**config.mk**
```make
export PLATFORM = sky130hd
export DESIGN_NAME = led_pwm_register_bank
export DESIGN_NICKNAME = d
export VERILOG_FILES = /design/src/rtl/led_pwm_pkg.sv /design/src/rtl/led_pwm_register_bank.sv
export VERILOG_INCLUDE_DIRS = /design/src /design/src/rtl
export SDC_FILE = /design/constraint.sdc
export NUM_CORES = 1
export LEC_CHECK = 0
export ABC_AREA = 1
export BUFFER_PORTS_ARGS = -buffer_cell sky130_fd_sc_hd__clkbuf_2
export CAP_MARGIN = 25
export CELL_PAD_IN_SITES_DETAIL_PLACEMENT = 1
export CELL_PAD_IN_SITES_GLOBAL_PLACEMENT = 1
export CORE_ASPECT_RATIO = 0.7
export CORE_MARGIN = 3
export CORE_UTILIZATION = 50
export DETAILED_ROUTE_END_ITERATION = 7
export PLACE_DENSITY_LB_ADDON = 0.1
export SYNTH_ARGS = -nofsm -noshare
export SYNTH_HDL_FRONTEND = slang
export SYNTH_SLANG_ARGS = --single-unit
```
**constraint.sdc**
```tcl
create_clock -name clk -period 33.7 [get_ports clk]
set_clock_uncertainty 0.15 [all_clocks]
set_input_delay 3.37 -clock clk [delete_from_list [all_inputs] [get_ports clk]]
set_output_delay 3.37 -clock clk [all_outputs]
set_load 0.02 [all_outputs]
```
**src/rtl/led_pwm_regs.svh**
```systemverilog
`ifndef LED_PWM_REGS_SVH
`define LED_PWM_REGS_SVH

// Register offsets as seen on the serial port.
`define OFF_SHUTDOWN    8'h00
`define OFF_DUTY_BASE   8'h05
`define OFF_DUTY_LAST   8'h20
`define OFF_COMMIT      8'h25
`define OFF_CTRL_BASE   8'h2a
`define OFF_CTRL_LAST   8'h45
`define OFF_GATE        8'h4a
`define OFF_FREQ        8'h4b
`define OFF_SOFT_RESET  8'h4f

// Field positions and reset values.
`define BIT_D0          0
`define CTRL_ON_BIT     0
`define CTRL_SCALE_LO   1
`define CTRL_SCALE_HI   2
`define RESET_BYTE      8'h00
`define TRIGGER_BYTE    8'h00

// Serial slave address: fixed high bits, strap bits, write flag.
`define SLAVE_ADDR_HI   5'b01111
`define WRITE_FLAG      1'b0
`define CHANNELS        28

// Timing: one PWM period has 256 steps.
`define CLK_HZ          125000000
`define PWM_STEPS       256
`define PWM_SLOW_HZ     3000
`define PWM_FAST_HZ     22000
`define PWM_SLOW_DIV    (`CLK_HZ / (`PWM_SLOW_HZ * `PWM_STEPS))
`define PWM_FAST_DIV    (`CLK_HZ / (`PWM_FAST_HZ * `PWM_STEPS))

`endif

```
**src/rtl/led_pwm_pkg.sv**
```systemverilog
package led_pwm_pkg;

   // Per-channel control field: current scale and on bit.
   typedef struct packed {
      logic [1:0] currentScale;
      logic       chanOn;
   } chan_ctrl_t;

   // Serial pins as sampled by the device.
   typedef struct packed {
      logic scl;
      logic sda;
   } serial_in_t;

   // Serial receiver states, one-hot.
   typedef enum logic [3:0] {
      S_IDLE   = 4'b0001,
      S_RECV   = 4'b0010,
      S_ACK    = 4'b0100,
      S_IGNORE = 4'b1000
   } rx_state_t;

endpackage

```
**src/rtl/led_pwm_register_bank.sv**
```systemverilog
// Notes on behaviour
// - Offset 00h bit D0 is the software shutdown control; register resets to zero.
// - Offsets 05h-20h hold 28 eight-bit duty values, default zero.
// - Output is active for duty/256 of each PWM period.
// - Duty and control writes are held; writing 00h to 25h commits them.
// - Offsets 2Ah-45h hold channel control; bit D0 turns output on.
// - Control bits D2:D1 scale current: full, half, third, quarter.
// - Registers ordered by channel: channel one at 2Ah and 05h.
// - Offset 4Ah bit D0 is the global gate; register resets to zero.
// - Offset 4Bh bit D0 picks PWM rate: zero 3kHz default, one 22kHz.
// - Writing 00h to 4Fh returns every register to its default.
// - At power-up every register holds its default, outputs dark.
// - Only write addresses 01111 plus two strap bits are answered; no reads.
// - Address, offset, data bytes go MSB first, each acknowledged by device.
// - Register pointer advances by one after each acknowledged data byte.
`include "led_pwm_regs.svh"

module led_pwm_register_bank
   import led_pwm_pkg::*;
(
   // Clock and reset.
   input  wire logic                   clk,
   input  wire logic                   reset,
   // Serial port pins and address strap.
   input  wire serial_in_t             serialIn,
   output logic                        sdaOut,
   output logic                        sdaOe,
   input  wire logic [1:0]             addrStrap,
   // LED channel outputs.
   output logic [`CHANNELS-1:0]        chanOut,
   output logic [`CHANNELS-1:0][1:0]   chanScale
);

   localparam logic [7:0] SLOW_DIV = 8'(`PWM_SLOW_DIV);
   localparam logic [7:0] FAST_DIV = 8'(`PWM_FAST_DIV);

   rx_state_t   state_r;
   logic        sclPrev_r;
   logic        sdaPrev_r;
   logic [3:0]  bitCnt_r;
   logic [1:0]  byteIdx_r;
   logic [7:0]  shift_r;
   logic [7:0]  ptr_r;
   logic        shutNormal_r;
   logic        gateOff_r;
   logic        freqFast_r;
   logic [7:0]  divCnt_r;
   logic [7:0]  phase_r;
   logic [7:0]  holdDuty [`CHANNELS];
   logic [7:0]  actDuty  [`CHANNELS];
   chan_ctrl_t  holdCtrl [`CHANNELS];
   chan_ctrl_t  actCtrl  [`CHANNELS];

   logic        sclRise;
   logic        sclFall;
   logic        startSeen;
   logic        stopSeen;
   logic        byteDone;
   logic        addrMatch;
   logic        wrStb;
   logic        commit;
   logic        swReset;
   logic        regClear;
   logic        tick;
   logic [`CHANNELS-1:0] chanOut_nxt;

   // Edge and bus condition detection on the sampled pins.
   assign sclRise   = serialIn.scl & ~sclPrev_r;
   assign sclFall   = ~serialIn.scl & sclPrev_r;
   assign startSeen = serialIn.scl & sclPrev_r & sdaPrev_r & ~serialIn.sda;
   assign stopSeen  = serialIn.scl & sclPrev_r & ~sdaPrev_r & serialIn.sda;
   assign byteDone  = (state_r == S_RECV) && sclFall && (bitCnt_r == 4'd8);
   assign addrMatch = (shift_r == {`SLAVE_ADDR_HI, addrStrap, `WRITE_FLAG});
   assign wrStb     = byteDone && (byteIdx_r == 2'd2);
   assign commit    = wrStb && (ptr_r == `OFF_COMMIT) && (shift_r == `TRIGGER_BYTE);
   assign swReset   = wrStb && (ptr_r == `OFF_SOFT_RESET) && (shift_r == `TRIGGER_BYTE);
   assign regClear  = reset | swReset;

   // Pin history for edge detection.
   always_ff @(posedge clk) begin
      if (reset) begin
         sclPrev_r <= 1'b1;
         sdaPrev_r <= 1'b1;
      end else begin
         sclPrev_r <= serialIn.scl;
         sdaPrev_r <= serialIn.sda;
      end
   end

   // Byte receiver: start, shift on rising clock, acknowledge after each byte unless the address byte does not match.
   always_ff @(posedge clk) begin
      if (reset) begin
         state_r   <= S_IDLE;
         bitCnt_r  <= 4'd0;
         byteIdx_r <= 2'd0;
         shift_r   <= 8'h00;
      end else if (stopSeen) begin
         state_r <= S_IDLE;
      end else if (startSeen) begin
         state_r   <= S_RECV;
         bitCnt_r  <= 4'd0;
         byteIdx_r <= 2'd0;
      end else begin
         case (state_r)
            S_RECV: begin
               if (sclRise) begin
                  shift_r  <= {shift_r[6:0], serialIn.sda};
                  bitCnt_r <= bitCnt_r + 4'd1;
               end else if (byteDone) begin
                  bitCnt_r <= 4'd0;
                  if (byteIdx_r == 2'd0 && !addrMatch) begin
                     state_r <= S_IGNORE;
                  end else begin
                     state_r <= S_ACK;
                  end
               end
            end
            S_ACK: begin
               if (sclFall) begin
                  state_r <= S_RECV;
                  if (byteIdx_r != 2'd2) begin
                     byteIdx_r <= byteIdx_r + 2'd1;
                  end
               end
            end
            S_IDLE, S_IGNORE: begin
               state_r <= state_r;
            end
            default: begin
               state_r <= S_IDLE;
            end
         endcase
      end
   end

   // The device only ever pulls the data line low, during its acknowledge.
   assign sdaOut = 1'b0;
   assign sdaOe  = (state_r == S_ACK);

   // Register pointer: loaded by the offset byte, advanced after each data byte.
   always_ff @(posedge clk) begin
      if (reset) begin
         ptr_r <= 8'h00;
      end else if (byteDone && byteIdx_r == 2'd1) begin
         ptr_r <= shift_r;
      end else if (wrStb) begin
         ptr_r <= ptr_r + 8'h01;
      end
   end

   // Global control registers.
   always_ff @(posedge clk) begin
      if (regClear) begin
         shutNormal_r <= 1'b0;
         gateOff_r    <= 1'b0;
         freqFast_r   <= 1'b0;
      end else if (wrStb) begin
         if (ptr_r == `OFF_SHUTDOWN) begin
            shutNormal_r <= shift_r[`BIT_D0];
         end
         if (ptr_r == `OFF_GATE) begin
            gateOff_r <= shift_r[`BIT_D0];
         end
         if (ptr_r == `OFF_FREQ) begin
            freqFast_r <= shift_r[`BIT_D0];
         end
      end
   end

   // PWM step divider and shared phase counter.
   assign tick = (divCnt_r == (freqFast_r ? FAST_DIV : SLOW_DIV) - 8'd1);
   always_ff @(posedge clk) begin
      if (regClear) begin
         divCnt_r <= 8'h00;
         phase_r  <= 8'h00;
      end else if (tick) begin
         divCnt_r <= 8'h00;
         phase_r  <= phase_r + 8'h01;
      end else begin
         divCnt_r <= divCnt_r + 8'h01;
      end
   end

   // Per-channel holding and active copies and the gated output.
   for (genvar i = 0; i < `CHANNELS; i++) begin : g_chan
      localparam logic [7:0] DUTY_OFF = 8'(`OFF_DUTY_BASE + i);
      localparam logic [7:0] CTRL_OFF = 8'(`OFF_CTRL_BASE + i);

      // Holding copies take the written bytes.
      always_ff @(posedge clk) begin
         if (regClear) begin
            holdDuty[i] <= `RESET_BYTE;
            holdCtrl[i] <= '0;
         end else if (wrStb) begin
            if (ptr_r == DUTY_OFF) begin
               holdDuty[i] <= shift_r;
            end
            if (ptr_r == CTRL_OFF) begin
               holdCtrl[i] <= shift_r[`CTRL_SCALE_HI:`CTRL_ON_BIT];
            end
         end
      end

      // Active copies change only on a commit write or a reset.
      always_ff @(posedge clk) begin
         if (regClear) begin
            actDuty[i] <= `RESET_BYTE;
            actCtrl[i] <= '0;
         end else if (commit) begin
            actDuty[i] <= holdDuty[i];
            actCtrl[i] <= holdCtrl[i];
         end
      end

      // Output conducts while running, gate open, on and within duty.
      assign chanOut_nxt[i] = shutNormal_r & ~gateOff_r & actCtrl[i].chanOn & (phase_r < actDuty[i]);

      assign chanScale[i] = actCtrl[i].currentScale;
   end

   // All channel outputs are registered in one process, so the vector has a single driver.
   always_ff @(posedge clk) begin
      if (regClear) begin
         chanOut <= '0;
      end else begin
         chanOut <= chanOut_nxt;
      end
   end
endmodule

```
==> impl_metrics.env <==
export IMPL_insertion_delay_ns=0.61
export IMPL_final_cell_area_sq_um=35530
export IMPL_status="finished, final reports clean"
export IMPL_seq_area_sq_um=20010
export IMPL_cts_root_buf="clkbuf_16"
export IMPL_startpoint_type="primary input"
export IMPL_finalCritPeriodShare=0.2134
export IMPL_synth_edf_count=616
export IMPL_cap_violations=0
export IMPL_cts_buffer_depth=3
export IMPL_postSynth_asyncResetShare=0
export IMPL_wl_per_cell_um=21.88
export IMPL_ant_nets=0
export IMPL_grt_max_degree=108
export IMPL_cts_tree="built"
export IMPL_overflow=0
export IMPL_path_clk_slew_ns=0.06
export IMPL_p_per_area_nw_per_um2=51.81
export IMPL_floorplan_die_area_sq_um=67730
export IMPL_worstPathMaxFanout=69
export IMPL_syn_avg_cell_area_sq_um=10.16
export IMPL_whs_ns=0.3261
export IMPL_yosysTopAreaCell="edfxtp_1"
export IMPL_fmax_mhz=139.1
export IMPL_floorplan_initialDensity=0.5087
export IMPL_drive_above_1_share=0.08537
export IMPL_hpwl_um=55980
export IMPL_fin_nets=3442
export IMPL_worstMarginPinSlew_ns=1.110
export IMPL_crit_chain="clkbuf_2 -> inv_2 -> nand2_1 -> nor2_2 -> nand4_4 -> nor2_2 -> nor2_4 -> o21ai_4 -> buf_4 -> buf_4 -> buf_16 -> buf_4 -> buf_16"
export IMPL_timing_setup_tns_ns=0
export IMPL_die_w_um=309.8
export IMPL_synth_area_sq_um=32300
export IMPL_worst_r2r_cell_count=10
export IMPL_finalHoldViolCount=0
export IMPL_p_leak_nw=15.14
export IMPL_min_path_type="reg2reg"
export IMPL_whs_path_depth=1
export IMPL_grt_pass1_wl_um=135800
export IMPL_finalSetupViolCount=0
export IMPL_viasPerCell=5.371
export IMPL_crit_family="buffers and inverters"
export IMPL_syn_instance_count=3179
export IMPL_yosys_register_bits=691
export IMPL_cts_max_level=3
export IMPL_first_global_vias=23062
export IMPL_die_y_um=218.7
export IMPL_antenna_found_initial=3
export IMPL_cts_made_buffers=69
export IMPL_finalMaxSlewViolations=0
export IMPL_path_buf_inv=7
export IMPL_slew_headroom=0.2522
export IMPL_rows=77
export IMPL_hold_buffers=0
export IMPL_end_kind="flip-flop"
export IMPL_postCtsSetupBuffers=0
export IMPL_synth_warnings=0
export IMPL_grt_usage=0.2696
export IMPL_crit_type="in2reg"
export IMPL_num_io_pins=92
export IMPL_wl_um=89910
export IMPL_fill_cells=6861
export IMPL_synth_commonest_cells="nor2_1 (787), edfxtp_1 (616), inv_1 (594)"
export IMPL_cp_required_ns=33.83
export IMPL_synthDominantCellAreaShare=0.5727
export IMPL_multi_input_area_sq_um=9011
export IMPL_rsz0062_at_grt="false"
export IMPL_yosys_most_used_dff="edfxtp_1"
export IMPL_gp_congestion=0.8511
export IMPL_io_buffers=90
export IMPL_vdd_drop_max_uv=34.92
export IMPL_slowest_stage="buf_4"
export IMPL_synth_area_leaders="edfxtp_1 (57%), nor2_1 (9.1%), ha_1 (8.1%), inv_1 (6.9%), dfxtp_1 (4.6%)"
export IMPL_core_area_sq_um=63490
export IMPL_placed_area_sq_um=33060
export IMPL_yosysUniqueCellTypes=33
export IMPL_slowest_delay_ns=0.76
export IMPL_cp_depth=13
export IMPL_finalCriticalPeriod_ns=7.190
export IMPL_cp_arrival_ns=7.32
export IMPL_dr_pass1_iters=8
export IMPL_yosysSeqAreaShare=0.6192
export IMPL_synth_net_count=3393
export IMPL_cts_sinks=691
export IMPL_drt_iter0_markers=1858
export IMPL_vias=22075
export IMPL_drcViolationCount=0
export IMPL_cts_resized=0
export IMPL_yosysMostFrequentCell="nor2_1"
export IMPL_areaGrowthSynthToFinish_pct=10.01
export IMPL_cpMostUsedCell="buf_4"
-- cell families (layout without fill, tap and decap cells) --
kind of cell               after synthesis  count (layout)  synth area share
and+or+nand+nor                       1256            1256            0.1543
xor gates and xnor gates                13              13          0.003525
adders and majority gates              208             208           0.08057
AOI/OAI and AO/OA                      240             240           0.03955
buffers and inverters                  770             871            0.1028
DFF                                    691             691            0.6192
other                                    1               2         0.0001161
-- final timing paths --
check	from	end	slack [ns]
worst max register to register	ptr_r[6]	actDuty[0][36]	28.67
worst min register to register	divCnt_r[0]	divCnt_r[0]	0.33
worst min-delay path	divCnt_r[0]	divCnt_r[0]	0.33
worst max-delay path	serialIn[1]	actDuty[0][36]	26.51
-- through the flow --
stage	utilization	instances	worst slack (ns)	power, mW
2_1_floorplan	-	3179	6.771	1.065
3_3_place_gp	0.5194	3956	25.66	1.070
3_5_place_dp	0.5207	3962	25.43	1.078
4_1_cts	0.5557	4085	26.00	1.851
5_1_grt	0.5596	4109	26.28	1.902
6_report	0.5597	4110	26.51	1.841
-- state kept, by name (all words and copies together) (netlist names) --
| signal | flops |
|---|---|
| actDuty | 224 |
| holdDuty | 224 |
| actCtrl | 84 |
| holdCtrl | 84 |
| chanOut | 28 |
| divCnt_r | 8 |
| phase_r | 8 |
| ptr_r | 8 |
| shift_r | 8 |
| bitCnt_r | 4 |
| state_r | 4 |
| byteIdx_r | 2 |
| freqFast_r | 1 |
| gateOff_r | 1 |
| sclPrev_r | 1 |
| sdaPrev_r | 1 |
| shutNormal_r | 1 |
-- final cells by class --
cell class	instances	area share
Sequential cell	691	0.5631
Antenna cell	1	0.00007042
Clock buffer	97	0.05535
Tap cell	829	0.02919
Timing Repair Buffer	149	0.02824
Multi-Input combinational cell	1718	0.2536
Inverter	599	0.06331
Clock inverter	26	0.007183
-- layout by cell type, fill, tap and decap left out, types with 4 or more instances in the layout --
| cell | count |
|---|---|
| bufinv_16 | 5 |
| buf_2 | 13 |
| inv_2 | 11 |
| a21oi_1 | 111 |
| xnor2_1 | 6 |
| nor2_2 | 4 |
| edfxtp_1 | 616 |
| clkinv_2 | 12 |
| buf_4 | 30 |
| clkbuf_4 | 7 |
| nand2_1 | 308 |
| a211oi_1 | 28 |
| clkbuf_2 | 91 |
| xor2_1 | 7 |
| o21ai_0 | 96 |
| inv_1 | 586 |
| nand3_1 | 80 |
| nor3_1 | 56 |
| ha_1 | 208 |
| nand4_1 | 10 |
| dfxtp_1 | 68 |
| clkinv_1 | 8 |
| buf_16 | 6 |
| clkbuf_16 | 73 |
| nor2_1 | 787 |
| clkbuf_1 | 19 |
| clkbuf_8 | 5 |
| dfxtp_2 | 7 |
-- routing by layer --
| layer | global-route usage | part of all wire | vias to the layer above |
|---|---|---|---|
| met5 | 0 | 0.00014 | - |
| met2 | 0.4390 | 0.47 | 642 |
| li1 | - | - | 10232 |
| met1 | 0.3649 | 0.43 | 11015 |
| met4 | 0.08790 | 0.033 | 2 |
| met3 | 0.05338 | 0.066 | 184 |
-- power by group --
| group | leakage, nW | switching, mW | total (mW) | internal, mW |
|---|---|---|---|---|
| Clock | 1.09 | 0.332 | 0.778 | 0.446 |
| Sequential | 6.53 | 0.0144 | 0.981 | 0.967 |
| Combinational | 7.52 | 0.0597 | 0.0815 | 0.0217 |
| Total | 15.1 | 0.407 | 1.84 | 1.43 |
Power figures use the tool's default switching activity.
